### src/lcdnp_defs.vh
// Purpose: constants for the LCD nibble instruction port
// Assumes: 200 MHz clock, 5 ns period
// Notes: times are in their own unit; cycle counts derive from them
`ifndef LCDNP_DEFS_VH
`define LCDNP_DEFS_VH

// ============================================================
// Clock and timing
`define LCDNP_CLK_MHZ 200
`define LCDNP_PWRUP_MS 1000
`define LCDNP_PWRUP_CYC (`LCDNP_PWRUP_MS * 1000 * `LCDNP_CLK_MHZ)
`define LCDNP_WAKE1_MS 5
`define LCDNP_WAKE1_CYC (`LCDNP_WAKE1_MS * 1000 * `LCDNP_CLK_MHZ)
// Strobe phase times in ns: setup, high, hold after fall
`define LCDNP_SETUP_NS 100
`define LCDNP_SETUP_CYC ((`LCDNP_SETUP_NS * `LCDNP_CLK_MHZ + 999) / 1000)
`define LCDNP_HIGH_NS 500
`define LCDNP_HIGH_CYC ((`LCDNP_HIGH_NS * `LCDNP_CLK_MHZ + 999) / 1000)
`define LCDNP_HOLD_NS 500
`define LCDNP_HOLD_CYC ((`LCDNP_HOLD_NS * `LCDNP_CLK_MHZ + 999) / 1000)
// Gap after each instruction, the minimal delay the display needs, in us
`define LCDNP_GAP_US 50
`define LCDNP_GAP_CYC (`LCDNP_GAP_US * `LCDNP_CLK_MHZ)

// ============================================================
// Pin map
`define LCDNP_RW_LO 2
`define LCDNP_RS_LO 3
`define LCDNP_DB_LO 4
`define LCDNP_RW_HI 10
`define LCDNP_RS_HI 11
`define LCDNP_DB_HI 12

// ============================================================
// Fixed instructions
`define LCDNP_WAKE 8'h30
`define LCDNP_BUS4 8'h20
`define LCDNP_FUNC_RST 8'h28
`define LCDNP_DISP_RST 8'h0C
`define LCDNP_ENTRY_RST 8'h06
`endif

### src/lcdnp_nibble.v
// Purpose: one strobed nibble transfer with setup, high and hold phases
// Assumes: same clock as caller; start only when idle
// Notes: done pulses for one cycle as the hold phase ends
`timescale 1ns/1ps
`default_nettype none
`include "lcdnp_defs.vh"

module lcdnp_nibble (
	input wire clk,
	input wire nrst,
	input wire ce,
	input wire start,
	output reg strobe,
	output reg done,
	output wire idle
);
	localparam [3:0] S_IDLE = 4'h1;
	localparam [3:0] S_SETUP = 4'h2;
	localparam [3:0] S_HIGH = 4'h4;
	localparam [3:0] S_HOLD = 4'h8;
	localparam integer C_SETUP_I = `LCDNP_SETUP_CYC;
	localparam integer C_HIGH_I = `LCDNP_HIGH_CYC;
	localparam integer C_HOLD_I = `LCDNP_HOLD_CYC;
	// Phase counts fit eight bits at this clock; cut on purpose
	localparam [7:0] C_SETUP = C_SETUP_I[7:0];
	localparam [7:0] C_HIGH = C_HIGH_I[7:0];
	localparam [7:0] C_HOLD = C_HOLD_I[7:0];

	reg [3:0] state;
	reg [7:0] cnt;

	assign idle = state[0];

	// ============================================================
	// Phase sequencer
	always @(posedge clk or negedge nrst) begin
		if (!nrst) begin
			state <= S_IDLE;
			cnt <= 8'h00;
			strobe <= 1'b0;
			done <= 1'b0;
		end else if (ce) begin
			done <= 1'b0;
			case (state)
				S_IDLE: begin
					if (start) begin
						state <= S_SETUP;
						cnt <= C_SETUP - 8'h01;
					end
				end
				S_SETUP: begin
					if (cnt == 8'h00) begin
						state <= S_HIGH;
						strobe <= 1'b1;
						cnt <= C_HIGH - 8'h01;
					end else cnt <= cnt - 8'h01;
				end
				S_HIGH: begin
					if (cnt == 8'h00) begin
						state <= S_HOLD;
						strobe <= 1'b0; // Data latches on this falling edge
						cnt <= C_HOLD - 8'h01;
					end else cnt <= cnt - 8'h01;
				end
				S_HOLD: begin
					if (cnt == 8'h00) begin
						state <= S_IDLE;
						done <= 1'b1;
					end else cnt <= cnt - 8'h01;
				end
				default: state <= S_IDLE;
			endcase
		end
	end
endmodule // lcdnp_nibble
`default_nettype wire

### src/lcdnp_port.v
// Purpose: send 8-bit instructions to a character LCD over a 4-bit bus
// Assumes: one clock, display wired to the selected seven-pin group
// Notes: runs the power-up init sequence itself before accepting requests
`timescale 1ns/1ps
`default_nettype none
`include "lcdnp_defs.vh"

module lcdnp_port #(
	parameter PWRUP_CYC = `LCDNP_PWRUP_CYC,
	parameter WAKE1_CYC = `LCDNP_WAKE1_CYC,
	parameter GAP_CYC = `LCDNP_GAP_CYC
) (
	input wire clk,
	input wire nrst,
	input wire ce,
	input wire skip_pwrup_wait,
	input wire [7:0] cfg_func,
	input wire [7:0] cfg_disp,
	input wire [7:0] cfg_entry,
	input wire req,
	input wire [3:0] pin_sel,
	input wire [7:0] lcd_instruction_send,
	output reg busy,
	output reg refused,
	output reg init_done,
	output reg [15:0] pin_out,
	output reg [15:0] pin_oe
);
	// ============================================================
	// States
	localparam [5:0] S_PWRUP = 6'h01;
	localparam [5:0] S_INIT = 6'h02;
	localparam [5:0] S_IDLE = 6'h04;
	localparam [5:0] S_NIB = 6'h08;
	localparam [5:0] S_WAIT = 6'h10;
	localparam [5:0] S_GAP = 6'h20;
	localparam [31:0] C_PWRUP = PWRUP_CYC;
	localparam [31:0] C_WAKE1 = WAKE1_CYC;
	localparam [31:0] C_GAP = GAP_CYC;

	reg [5:0] state;
	reg [31:0] cnt;
	reg [2:0] step;
	reg [7:0] instr;
	reg [3:0] sel;
	reg lower;
	reg nib_start;
	wire nib_strobe;
	wire nib_done;
	reg [7:0] init_instr;
	reg sel_ok;
	reg [3:0] nibble;
	wire [31:0] gap_lim;
	wire gap_last;
	wire drive_pins;

	lcdnp_nibble u_nib (
		.clk(clk),
		.nrst(nrst),
		.ce(ce),
		.start(nib_start),
		.strobe(nib_strobe),
		.done(nib_done),
		.idle()
	);

	// ============================================================
	// Init instruction table; steps 0..3 are fixed, 4..6 configurable
	always @* begin
		case (step)
			3'h0, 3'h1, 3'h2: init_instr = `LCDNP_WAKE;
			3'h3: init_instr = `LCDNP_BUS4;
			3'h4: init_instr = cfg_func;
			3'h5: init_instr = cfg_disp;
			default: init_instr = cfg_entry;
		endcase
		sel_ok = (pin_sel == 4'h0) || (pin_sel == 4'h1) || (pin_sel == 4'h8) || (pin_sel == 4'h9);
		nibble = lower ? instr[3:0] : instr[7:4];
	end

	// ============================================================
	// Gap length and pin release
	// The first wake-up needs the long pause; every other step only the short one
	// A zero-length gap would wrap the limit, so both counts must stay above zero
	assign gap_lim = (!init_done && step == 3'h0) ? C_WAKE1 : C_GAP;
	assign gap_last = (cnt >= gap_lim - 32'h00000001);
	// Release the pins in the same cycle busy falls, so an idle port never drives
	assign drive_pins = (state == S_NIB) || (state == S_WAIT) || (state == S_GAP && !gap_last);

	// ============================================================
	// Sequencer: power-up wait, init steps, then single instructions
	always @(posedge clk or negedge nrst) begin
		if (!nrst) begin
			state <= S_PWRUP;
			cnt <= 32'h00000000;
			step <= 3'h0;
			instr <= 8'h00;
			sel <= 4'h0;
			lower <= 1'b0;
			nib_start <= 1'b0;
			busy <= 1'b1;
			refused <= 1'b0;
			init_done <= 1'b0;
		end else if (ce) begin
			nib_start <= 1'b0;
			refused <= 1'b0;
			case (state)
				S_PWRUP: begin
					// Long wait lets the display self-initialise first
					if (skip_pwrup_wait || cnt >= C_PWRUP - 32'h00000001) begin
						state <= S_INIT;
						cnt <= 32'h00000000;
					end else cnt <= cnt + 32'h00000001;
				end
				S_INIT: begin
					// Init uses the selector as it stands when each step starts
					instr <= init_instr;
					sel <= sel_ok ? pin_sel : 4'h0;
					lower <= 1'b0;
					nib_start <= 1'b1;
					state <= S_NIB;
				end
				S_IDLE: begin
					if (req) begin
						if (sel_ok) begin
							instr <= lcd_instruction_send;
							sel <= pin_sel;
							lower <= 1'b0;
							nib_start <= 1'b1;
							busy <= 1'b1;
							state <= S_NIB;
						end else refused <= 1'b1;
					end
				end
				S_NIB: state <= S_WAIT;
				S_WAIT: begin
					if (nib_done) begin
						// Wake-up steps are single 8-bit-mode nibbles; the bus switch and all after go as two
						if (!lower && (init_done || step > 3'h2)) begin
							lower <= 1'b1;
							nib_start <= 1'b1;
							state <= S_NIB;
						end else begin
							state <= S_GAP;
							cnt <= 32'h00000000;
						end
					end
				end
				S_GAP: begin
					if (gap_last) begin
						cnt <= 32'h00000000;
						if (init_done) begin
							state <= S_IDLE;
							busy <= 1'b0;
						end else if (step == 3'h6) begin
							init_done <= 1'b1;
							state <= S_IDLE;
							busy <= 1'b0;
						end else begin
							step <= step + 3'h1;
							state <= S_INIT;
						end
					end else cnt <= cnt + 32'h00000001;
				end
				default: state <= S_PWRUP;
			endcase
		end
	end

	// ============================================================
	// Pin drive: seven pins of the chosen group; select and read/write low
	always @(posedge clk or negedge nrst) begin
		if (!nrst) begin
			pin_out <= 16'h0000;
			pin_oe <= 16'h0000;
		end else if (ce) begin
			pin_out <= 16'h0000;
			pin_oe <= 16'h0000;
			// Pins lag the state by one register, so release is decided a cycle early
			if (drive_pins) begin
				pin_oe[sel] <= 1'b1;
				pin_out[sel] <= nib_strobe;
				if (sel[3]) begin
					pin_oe[`LCDNP_RW_HI] <= 1'b1;
					pin_oe[`LCDNP_RS_HI] <= 1'b1;
					pin_oe[15:12] <= 4'hF;
					pin_out[15:12] <= nibble;
				end else begin
					pin_oe[`LCDNP_RW_LO] <= 1'b1;
					pin_oe[`LCDNP_RS_LO] <= 1'b1;
					pin_oe[7:4] <= 4'hF;
					pin_out[7:4] <= nibble;
				end
			end
		end
	end
endmodule // lcdnp_port
`default_nettype wire

### config.mk
export PLATFORM = sky130hd
export DESIGN_NAME = lcdnp_port
export DESIGN_NICKNAME = d
export VERILOG_FILES = /design/src/lcdnp_nibble.v /design/src/lcdnp_port.v
export VERILOG_INCLUDE_DIRS = /design/src /design/src/src
export SDC_FILE = /design/constraint.sdc
export NUM_CORES = 1
export LEC_CHECK = 0
export BUFFER_PORTS_ARGS = -buffer_cell sky130_fd_sc_hd__buf_4
export CORE_MARGIN = 3
export CORE_UTILIZATION = 35
export DETAILED_ROUTE_END_ITERATION = 7
export PLACE_DENSITY_LB_ADDON = 0.05
export SYNTH_ARGS = -nofsm -noshare
export SYNTH_HDL_FRONTEND = slang
export SYNTH_SLANG_ARGS = --single-unit
### constraint.sdc
create_clock -name clk -period 10.4 [get_ports clk]
set_clock_uncertainty 0.15 [all_clocks]
set_input_delay 2.08 -clock clk [delete_from_list [all_inputs] [get_ports clk]]
set_output_delay 2.08 -clock clk [all_outputs]
set_load 0.01 [all_outputs]
* Word level (Yosys, flattened, before mapping)
Index checks and enable logic that the tools add are counted.
** Storage, ports and cells
- Memories :: 0
- ROM bits :: 0
- Bits in latches :: 0
- Bits in registers :: 104
- Logic and storage cells :: 162
- RAM bits :: 0
- Bits of input ports :: 41
- Output and inout port bits :: 35
** Operators by class
- Shift-type cells :: 0
- $mul :: 0
- Equal/unequal tests :: 32
- Divide/modulo/power cells :: 0
- Multiplexer cells :: 67
- Reductions and logical operators :: 35
- $add $sub $neg :: 4
- $lt $le $gt $ge :: 5
- Bitwise gates (word level) :: 3
** Operators with widths (number)
- $mux W32 :: 4
- $pmux W32 S3 :: 1
- $mux W6 :: 8
- $mux W4 :: 10
- $mux W8 :: 5
- $pmux W6 S6 :: 1
- $add A32 B1 Y32 const B :: 1
- $ge A32 B28 Y1 const B :: 1
- $ge A32 B32 Y1 :: 1
- $mux W16 :: 2
- $pmux W8 S4 :: 1
- $pmux W8 S3 :: 1
- $mux W1 :: 23
- $sub A20 B1 Y21 const B :: 1
- $mux W20 :: 1
- $reduce_and A6 Y1 :: 3
- $and A16 B16 Y16 :: 1
- $pmux W4 S4 :: 1
- $pmux W8 S2 :: 1
- $reduce_and A4 Y1 :: 4
- $ne A2 B2 Y1 const B :: 7
- $eq A4 B4 Y1 const B :: 3
- $ne A2 B1 Y1 const B :: 5
- $reduce_and A5 Y1 :: 2
- 35 further kinds :: 58

* Logic depth before layout (Yosys ltp)
Gate-level depths: netlist of the first run.
- Word-level depth :: 9
- Gate-level depth with buffers :: 12
- Mapped depth without buffers :: 10

* By module
Synthesis of the first run repeated with hierarchy kept, for this count alone.
** Second synthesis, totals
- Cell total of the unflattened synthesis :: 641
- Area, all modules :: 5963.2 um2
** By module, submodules not included
- lcdnp_port :: cells an instance 544, area an instance 5038.6 um2, instances 1, seq. area each 2254.7 um2
- lcdnp_nibble :: cells an instance 97, area an instance 924.6 um2, instances 1, seq. area each 351.6 um2

* Worst setup path before layout of the first run
OpenSTA, ideal clock, no wires.
- Path type :: input to register
- From :: in ce
- To :: reg cnt[31]
- Slack :: 6.121 ns
- Stages on the path :: 8
- Data required time :: 10.177 ns
- Library setup time :: 0.073 ns
- Arrival time :: 4.056 ns
- Buffers on the path :: 2
- Path through :: clkbuf_2 > nor4b_4 > o211ai_2 > or4_1 > or2_0 > buf_2 > or4_4 > a21oi_2
** On the way
- Longest elaborated chain between the ends :: 1
** RTL lines
- start, declared :: line lcdnp_port.v:15 : input wire ce,
- $reduce_and A4 Y1 (no line)
- end signal, assigned :: line lcdnp_port.v:113 : end else cnt <= cnt + 32'h00000001;
- end signal, assigned :: line lcdnp_port.v:163 : end else cnt <= cnt + 32'h00000001;
- end, declared :: line lcdnp_port.v:42 : reg [31:0] cnt;
No other way between the ends.
A chain may end at the register's enable or synchronous reset.

* Worst setup path in the final report of the first run
- From :: in ce
- To :: reg cnt[8]
Same word-level chain as after synthesis.

==> results of run 1 <==
==> synth_stat cells (10+ instances only) <==
master and instances:
dfrtp_1 101, nor2_1 66, o21ai_0 51, nand2_1 47
inv_1 35, nor3_1 29, a21oi_1 27, o22ai_1 24
clkbuf_1 23, nand3_1 19, mux2i_1 17, ha_1 15
xnor2_1 12, nand4_1 10
==> cell families after synthesis <==
| family | share of synthesized area, % |
|---|---|
| fa+ha+maj | 3.18 |
| simple gates | 22.9 |
| mux | 4.40 |
| xor+xnor | 2.37 |
| flops | 44.1 |
| compound gates | 17.3 |
| buf+inv | 5.67 |
==> stage by stage <==
step | instance area, um^2 | hold slack (ns) | instances | util [%]
after detailed placement | 6560 | 0.320 | 898 | 40.4
after floorplan | 5910 | 0.294 | 641 | -
after global placement | 6560 | 0.309 | 898 | 40.4
final | 6870 | 0.331 | 914 | 42.3
after CTS | 6870 | 0.337 | 914 | 42.3
after global routing | 6870 | 0.357 | 914 | 42.3
==> power by group <==
| part | total (mW) | leakage (nW) | switching (mW) | internal, mW |
|---|---|---|---|---|
| sequential | 0.550 | 1.37 | 0.0767 | 0.473 |
| combinational | 0.331 | 1.42 | 0.181 | 0.151 |
| clock | 0.357 | 0.150 | 0.166 | 0.190 |
==> area by class of cell <==
| class | instances | area share (%) |
|---|---|---|
| flip-flops and latches | 104 | 38.0 |
| clock inverters | 7 | 1.15 |
| clock buffers | 9 | 3.28 |
| multi-input cells | 465 | 43.2 |
| well taps | 216 | 3.94 |
| repair buffers | 78 | 8.53 |
| inverters | 35 | 1.91 |
==> critical path, delay by kind of cell <==
kind            cells  cell delay (ns)
compound gates      1             0.17
buf+inv             2             0.81
simple gates        4             1.86
==> metal layers <==
layer  GRT usage [%]  wire (um)  vias to the layer above
met5               0          0                        -
met4            4.70        187                        0
met3            3.40        582                       14
met2            25.6       6590                       83
met1            22.9       6960                     2377
li1                -          -                     2430
==> sequential cells by signal (all words and copies together) (netlist names) <==
name,flops
cnt,32
pin_oe,16
pin_out,16
instr,8
u_nib.cnt,8
state,6
sel,4
u_nib.state,4
step,3
busy,1
init_done,1
lower,1
nib_start,1
refused,1
u_nib.done,1
u_nib.strobe,1
==> worst max-delay path by stage <==
stage / end / slack [ns] / start
5_1_grt: cnt[11]$_DFFE_PN0P_ / 5.24 / ce
2_1_floorplan: cnt[31]$_DFFE_PN0P_ / 6.12 / ce
6_report: cnt[8]$_DFFE_PN0P_ / 5.54 / ce
4_1_cts: cnt[8]$_DFFE_PN0P_ / 5.51 / ce
3_3_place_gp: cnt[11]$_DFFE_PN0P_ / 5.21 / ce
3_5_place_dp: cnt[8]$_DFFE_PN0P_ / 5.14 / ce
==> metrics.txt, run 1 <==
Synth Instances 641; H-tree depth 3; fill count 1627; R2R Path End cnt[10]$_DFFE_PN0P_; Synth Flop Type dfrtp_1; FF/Latch Area 2610 um^2; worst reg2reg setup slack 6.15 ns; Sink Count 104; Max Fclk 206 MHz; Ys Warns 0; WL per Instance 15.7 um; pre-CTS setup slack 5.14 ns; worst-path fanout max 54; initial antenna violation count 0; Layout area overhead 16.2%; final hold viol count 0; Post-CTS Repair Setup Buffers 0; most used cell, CP buf_4; total number of vias 4904; VDD IR max 0.0961 mV; DRT Pass-1 Iters 4; Hold WC Path Type reg -> reg; Worst EP required 10.48 ns; Layout Nets 749; Critical Path Sink Type flip-flop; largest cells by area after synthesis dfrtp_1, o21ai_0, nor2_1; GPL Wtd Cong 0.809; mean post-synth cell area 9.22 um^2; routed vias/inst 5.37; WS Path Type in -> reg; fin crit share 46.8%; WP data arrival 4.95 ns; syn nets 697; Post-CTS Hold Buffers 0; DIE HEIGHT 136 um; crit path time final 4.86 ns; Final WS setup 5.54 ns; cell taking the most area after synthesis dfrtp_1; commonest non-fill, non-tap cell in the layout dfrtp_1; worst path cell trace buf_4 > nor4b_4 > o211ai_2 > nor2_1 > nor3b_2 > buf_4 > nor3_1; drt initial violations 274; Yosys cell types 80; number of flops mapped to enable cells by yosys 0; # port buffers 75; first-pass GRT wire length 24.5 mm; vias in the first global route 4862; ys async rst share 100%; Synth Cell Area 5910 um^2; Setup violations, final 0; CTS tree built; Clk Latency, worst-skew pair 0.36 ns; Core Area 16200 um^2; Antenna Cells 0; Root Buffer clkbuf_16; cells on worst reg2reg path 11; register bit count reported by yosys 104; Top Ports 76; Rows 46; status finished clean; most frequent cells in the layout dfrtp_1, buf_4, nor2_1; chip width 136 um; RR Startpoint step[1]$_DFFE_PN0P_; Slew headroom 26.9%; Slew @ Worst Pin 1.09 ns; Reg clk slew, reported paths 0.08 ns; DP HPWL 10.3 mm; die area 18500 um^2; share of cells above drive strength 1 18.8%; Worst Hold Path Cells 2; RSZ-0062 raised after global routing false; CP startpoint kind input pin; multi-input logic area 2970 um^2; Yosys top cell area share 42.8%; Initial Util 36.4%; Worst path max stage delay 0.87 ns; Num CTS Buffers 9; Congestion Overflow GR 0; DRC Markers 0; Max-Cap Viols 0; Hold Path End instr[0]$_DFFE_PN0P_; Final ANT Viol Nets 0; Hold Crit Start instr[0]$_DFFE_PN0P_; P per Cell Area 180 nW/um^2; Leak 2.94 nW; Slowest-stage cell, CP nor2_1; largest net degree at the start of global routing 81; routed wire length 14.3 mm; largest buffer count on any clock path 2; final setup TNS 0 ns; total power 1.24 mW; Total GRT Usage 16.4%; Final Max Tran Viols 0; sequential element share of the synthesized area 44.1%; post-CTS sizing 0
Note: power is estimated with default switching activity, not from simulation.
==> run 2, diff against run 1 <==
--- a/config.mk
+++ b/config.mk
@@ -6,6 +6,7 @@
 export SDC_FILE = /design/constraint.sdc
 export NUM_CORES = 1
 export LEC_CHECK = 0
+export ABC_AREA = 1
 export BUFFER_PORTS_ARGS = -buffer_cell sky130_fd_sc_hd__buf_4
 export CORE_MARGIN = 3
 export CORE_UTILIZATION = 35
==> constraint.sdc (replaced) <==
create_clock -name clk -period 5.1 [get_ports clk]
set_clock_uncertainty 0.15 [all_clocks]
set_input_delay 1.02 -clock clk [delete_from_list [all_inputs] [get_ports clk]]
set_output_delay 1.02 -clock clk [all_outputs]
set_load 0.01 [all_outputs]
==> run 2 against run 1 <==
- non-clock buffer count unchanged
- core utilization increased by 0.059 points
- cell count increased by 31%
- count of clock-buffer cells in the layout unchanged
- sequential share of layout area decreased by 2.9 points
- global-route usage increased by 1.2 points
- die area increased by 7.4%
- area after synthesis increased by 7.8%
- routed wire length increased by 15%
- largest power group unchanged
==> metrics.txt, run 2 <==
status finished clean; Switch Pwr 1.15 mW; WS Path Type reg -> reg; total number of vias 5651; Worst path max stage delay 0.68 ns; Largest regs cnt: 32 flops, pin_oe: 16 flops, pin_out: 16 flops; GPL Wtd Cong 0.860; Synth Flop Type dfrtp_1; Layout area overhead 16.6%; Setup violations, final 0; # port buffers 75; multi-input logic area 3080 um^2; Synth Area in Simple Gates 36.6%; Layout Nets 1027; DIE HEIGHT 141 um; Post-CTS Hold Buffers 0; mean post-synth cell area 7.05 um^2; Clk Latency, worst-skew pair 0.36 ns; ys async rst share 100%; synth cell count leaders nand2_1, inv_1, dfrtp_1, nand3_1, nor2_1; Seq pwr share 38.7%; largest cells by area after synthesis dfrtp_1, nand2_1, inv_1; DP HPWL 12.5 mm; Num CTS Buffers 9; Ys Warns 0; drt initial violations 344; number of flops mapped to enable cells by yosys 0; most used cell, CP o21ai_1; max reg flops 32; Max-Cap Viols 0; Slew @ Worst Pin 0.854 ns; RSZ-0062 raised after global routing false; CTS tree built; largest net degree at the start of global routing 54; final hold viol count 0; Yosys top cell area share 39.7%; largest buffer count on any clock path 2; die area 19900 um^2; Post-CTS Repair Setup Buffers 0; Slowest-stage cell, CP nand4_1; internal power 1.72 mW; VDD IR max 0.205 mV; register bit count reported by yosys 104; Reg clk slew, reported paths 0.08 ns; Slew headroom 43.0%; Hold WC Path Type reg -> reg; mux cell area share after synthesis 0%; DRT Pass-1 Iters 7; Leak 4.17 nW; Clk pwr share 26.0%; Yosys cell types 37; worst-path fanout max 22; Initial Util 36.3%; initial antenna violation count 0; routed wire length 16.5 mm; Max Fclk 332 MHz; Root Buffer clkbuf_16; largest family of logic cells by synthesized area simple AND/OR/NAND/NOR gates; Sw Share 40.1%; Post-Synth XOR/XNOR Area 2.34%; most instantiated library cell after synthesis nand2_1; Synth Cell Area 6370 um^2; syn nets 960; worst reg2reg setup slack 2.09 ns; DRC Markers 0; worst path cell trace nor2_2 > nand4_1 > o21ai_1 > nor2_1 > nand2_1 > inv_1 > o211ai_1 > o21ai_1; R2R Path End instr[6]$_DFFE_PN0P_; P per Cell Area 386 nW/um^2; Final Max Tran Viols 0; complex-gate fraction of the synthesized area 6.46%; H-tree depth 3; Top Ports 76; chip width 141 um; Total GRT Usage 17.5%; commonest non-fill, non-tap cell in the layout nand2_1; most frequent cells in the layout nand2_1, inv_1, dfrtp_1; routed vias/inst 4.71; Worst EP required 5.19 ns; sequential element share of the synthesized area 40.9%; RR Startpoint state[1]$_DFFE_PN0P_; Core Area 17500 um^2; CP startpoint kind flip-flop; Crit. Startpoint state[1]$_DFFE_PN0P_; WL per Instance 13.7 um; crit path time final 3.01 ns; Setup crit end instr[6]$_DFFE_PN0P_; Antenna Cells 0; power share of the combinational group 35.3%; cells on worst reg2reg path 8; adder-cell share of the synthesized area 2.95%; Critical Path Sink Type flip-flop; WP data arrival 3.10 ns; Fin Hold WS 0.332 ns; Sink Count 104; Final ANT Viol Nets 0; Synth Instances 904; final setup TNS 0 ns; fin crit share 59.1%; cell taking the most area after synthesis dfrtp_1; Congestion Overflow GR 0; share of cells above drive strength 1 13.0%; fill count 1866; Largest Register cnt; first-pass GRT wire length 28.2 mm; vias in the first global route 5543; post-CTS sizing 0; FF/Latch Area 2610 um^2; Rows 48
-- run 2: cell count changes after synthesis, sizes merged, moves of 13 or more --
cell / before / now
o22ai: 24 / 0
inv: 35 / 148
nand3: 19 / 97
mux2i: 17 / 0
nand4: 10 / 23
nor2: 66 / 100
nand2: 47 / 275
clkbuf: 26 / 10
-- run 2: kinds of logic (layout without fill, tap and decap cells) --
group                    Yosys count  in the layout
AO/OA/AOI/OAI                     76             76
XOR/XNOR                          17             17
adder cells (fa/ha/maj)           15             15
buffers and inverters            170            242
flip-flops                       104            104
AND/OR/NAND/NOR                  522            522
-- run 2: how the worst min path moves through the flow --
stage                     slack [ns]                startpoint                  endpoint  cells past startpoint
after global routing            0.35      state[0]$_DFFE_PN1P_      state[0]$_DFFE_PN1P_                      2
after detailed placement        0.31  u_nib.cnt[0]$_DFFE_PN0P_  u_nib.cnt[0]$_DFFE_PN0P_                      1
after CTS                       0.33  u_nib.cnt[0]$_DFFE_PN0P_  u_nib.cnt[0]$_DFFE_PN0P_                      1
after floorplan                 0.29  u_nib.cnt[0]$_DFFE_PN0P_  u_nib.cnt[0]$_DFFE_PN0P_                      1
final                           0.33  u_nib.cnt[0]$_DFFE_PN0P_  u_nib.cnt[0]$_DFFE_PN0P_                      1
after global placement          0.31  u_nib.cnt[0]$_DFFE_PN0P_  u_nib.cnt[0]$_DFFE_PN0P_                      1
-- run 2: final cells by class --
| class | instances | share of cell area, % |
|---|---|---|
| timing repair buffer | 78 | 7.88 |
| inverter | 148 | 7.48 |
| clock inverter | 7 | 1.28 |
| clock buffer | 9 | 3.03 |
| tap | 225 | 3.79 |
| multi-input combinational | 630 | 41.5 |
| sequential | 104 | 35.1 |
-- run 2: metrics by stage --
step	area [um^2]	setup WS [ns]	total power, mW	util (%)	instances
final	7430	2.09	2.87	42.4	1201
after global routing	7430	1.66	3.12	42.4	1201
after CTS	7430	2.06	2.92	42.4	1201
after detailed placement	7110	2.06	2.15	40.5	1185
after global placement	7110	2.11	2.16	40.5	1185
after floorplan	6370	2.65	1.85	-	904
-- run 2: layer usage --
| layer | share of wire, % | GRT usage, % | vias up |
|---|---|---|---|
| met5 | 0 | 0 | - |
| met4 | 1.4 | 4.95 | 0 |
| met3 | 2.9 | 3.09 | 16 |
| met2 | 46 | 28.0 | 86 |
| met1 | 49 | 24.4 | 2559 |
| li1 | - | - | 2990 |
-- run 2: critical path, delay by kind of cell, from the launching register on --
family          cells  cell delay (ns)
simple gates        4             1.39
compound gates      3             0.68
flops               1             0.42
buf+inv             1             0.25
-- run 2: power by group through the flow --
stage | Combinational, mW | Sequential [mW] | Clock, mW
2_1_floorplan | 0.736 | 1.11 | 0
3_3_place_gp | 1.03 | 1.13 | 0
3_5_place_dp | 1.02 | 1.13 | 0
4_1_cts | 1.03 | 1.11 | 0.783
5_1_grt | 1.17 | 1.14 | 0.811
6_report | 1.01 | 1.11 | 0.746
==> run 3, diff against run 2 <==
==> constraint.sdc (replaced) <==
create_clock -name clk -period 2.94 [get_ports clk]
set_clock_uncertainty 0.15 [all_clocks]
set_input_delay 0.588 -clock clk [delete_from_list [all_inputs] [get_ports clk]]
set_output_delay 0.588 -clock clk [all_outputs]
set_load 0.01 [all_outputs]
==> run 3 against run 2 <==
- setup slack got worse by 1.8 ns
- sequential share of layout area shrank 0.33 points
- flip-flop and latch count did not move
- die area unchanged
- worst hold slack worse by 0.28 ns
- sequential power up 73%
- routed wire length rose by 2.0%
- highest routed layer unchanged
- core utilization is 0.40 points higher
- global-route usage about the same
- count of clock-buffer cells in the layout up 1
- critical endpoint is now pin_oe[14]$_DFFE_PN0P_
- largest cell class unchanged
==> metrics.txt, run 3 (same netlist as run 2, synthesis figures left out) <==
die area 19900 um^2; most frequent cells in the layout nand2_1, inv_1, dfrtp_1; max reg flops 32; Congestion Overflow GR 0; Final WS setup 0.319 ns; first-pass GRT wire length 28.2 mm; H-tree depth 3; Buf+Inv Stages, Crit Path 2; Layout Nets 1038; Core Area 17500 um^2; Critical Path Sink Type flip-flop; Setup violations, final 0; Initial Util 36.3%; commonest non-fill, non-tap cell in the layout nand2_1; Slew @ Worst Pin 0.517 ns; Worst EP required 3.03 ns; share of cells above drive strength 1 14.2%; VDD IR max 0.341 mV; Worst path max stage delay 0.41 ns; fill count 1894; Max Fclk 382 MHz; Sink Count 104; total number of vias 5681; Hold WC Path Type in -> async; DIE HEIGHT 141 um; Final Max Tran Viols 0; crit path time final 2.62 ns; WS Path Type reg -> reg; most used cell, CP nand2_1; Largest regs cnt: 32 flops, pin_oe: 16 flops, pin_out: 16 flops; GPL Wtd Cong 0.917; Root Buffer clkbuf_16; DRC Markers 0; worst-path fanout max 22; fin cells 1212; RSZ-0062 raised after global routing false; Total GRT Usage 17.5%; routed vias/inst 4.69; # port buffers 75; largest buffer count on any clock path 2; Reg clk slew, reported paths 0.07 ns; Num CTS Buffers 9; Antenna Cells 0; final hold viol count 0; CTS tree built; Largest Register cnt; FF/Latch Area 2610 um^2; initial antenna violation count 0; Final ANT Viol Nets 0; Max-Cap Viols 0; Top Ports 76; vias in the first global route 5580; multi-input logic area 3090 um^2; DP HPWL 13.0 mm; WP data arrival 2.71 ns; Slowest-stage cell, CP dfrtp_1; Slew headroom 65.2%; Post-CTS Repair Setup Buffers 0; WL per Instance 13.9 um; Rows 48; status finished clean; CP startpoint kind flip-flop; Leak 4.22 nW; chip width 141 um; fin crit share 89.1%; drt initial violations 243; pre-CTS setup slack 0.246 ns; CP top delay family simple AND/OR/NAND/NOR gates; worst path cell trace inv_1 > ha_1 > nand2_4 > ha_1 > inv_1 > nor3_1 > nand3_1 > nor2_1 > nand2_1 > nand2_1 > nand2_2 > nand3_4 > nand2_4 > nand2_2 > nand2_1; placed cell count 1196; DRT Pass-1 Iters 5; Clk Latency, worst-skew pair 0.36 ns; final setup TNS 0 ns; routed wire length 16.8 mm; P per Cell Area 660 nW/um^2; Layout area overhead 17.7%; largest net degree at the start of global routing 47
==> run 3: what timing repair did <==
action | 4_1_cts | 5_1_grt
resized for setup | 0 | 2
setup endpoints to repair | 0 | 12
hold buffers | 0 | 0
==> run 3: power by group <==
group | switching (mW) | internal [mW]
registers | 0.219 | 1.70
logic | 1.18 | 0.643
clock network | 0.592 | 0.612
==> run 3: area by class of cell <==
cell class                      count  area share, %
Multi-Input combinational cell    630           41.1
Inverter                          148           7.41
Tap cell                          225           3.75
Timing Repair Buffer               89           9.08
Clock buffer                       10           3.19
Clock inverter                      6          0.684
Sequential cell                   104           34.8
==> run 3: worst reg2reg max path: cells and delay by family (launching register included) <==
family / cells / cell delay [ns]
simple gates: 11 / 1.25
buf+inv: 2 / 0.15
flops: 1 / 0.41
fa+ha+maj: 2 / 0.53
==> run 3: worst paths after layout <==
kind / from / endpoint / slack, ns / depth (start not counted)
worst max-delay path: step[0]$_DFFE_PN0P_ / pin_oe[14]$_DFFE_PN0P_ / 0.32 / 15
worst min-delay path: nrst / u_nib.cnt[7]$_DFFE_PN0P_ / 0.05 / 1
worst max register to register: step[0]$_DFFE_PN0P_ / pin_oe[14]$_DFFE_PN0P_ / 0.32 / 15
worst min register to register: u_nib.cnt[0]$_DFFE_PN0P_ / u_nib.cnt[0]$_DFFE_PN0P_ / 0.32 / 1
max in group asynchronous: nrst / busy$_DFFE_PN1P_ / 1.88 / 2
min in group clk: u_nib.cnt[0]$_DFFE_PN0P_ / u_nib.cnt[0]$_DFFE_PN0P_ / 0.32 / 1
==> run 3: per-layer routing <==
layer  vias to the layer above  global-route usage (%)  part of all wire (%)
li1                       3002                       -                     -
met1                      2557                    23.7                    47
met2                       104                    28.7                    47
met3                        18                    3.80                   4.1
met4                         0                    4.39                   1.8
met5                         -                       0                     0
==> run 3: per-stage QoR <==
step	hold WS [ns]	instance area [um^2]	utilization (%)	power, mW
floorplan	0.142	6370	-	3.21
global placement	0.308	7200	41.1	3.79
detailed placement	0.311	7200	41.1	3.79
CTS	0.0686	7490	42.7	5.02
global route	0.0834	7500	42.8	5.36
finish	0.0526	7500	42.8	4.95
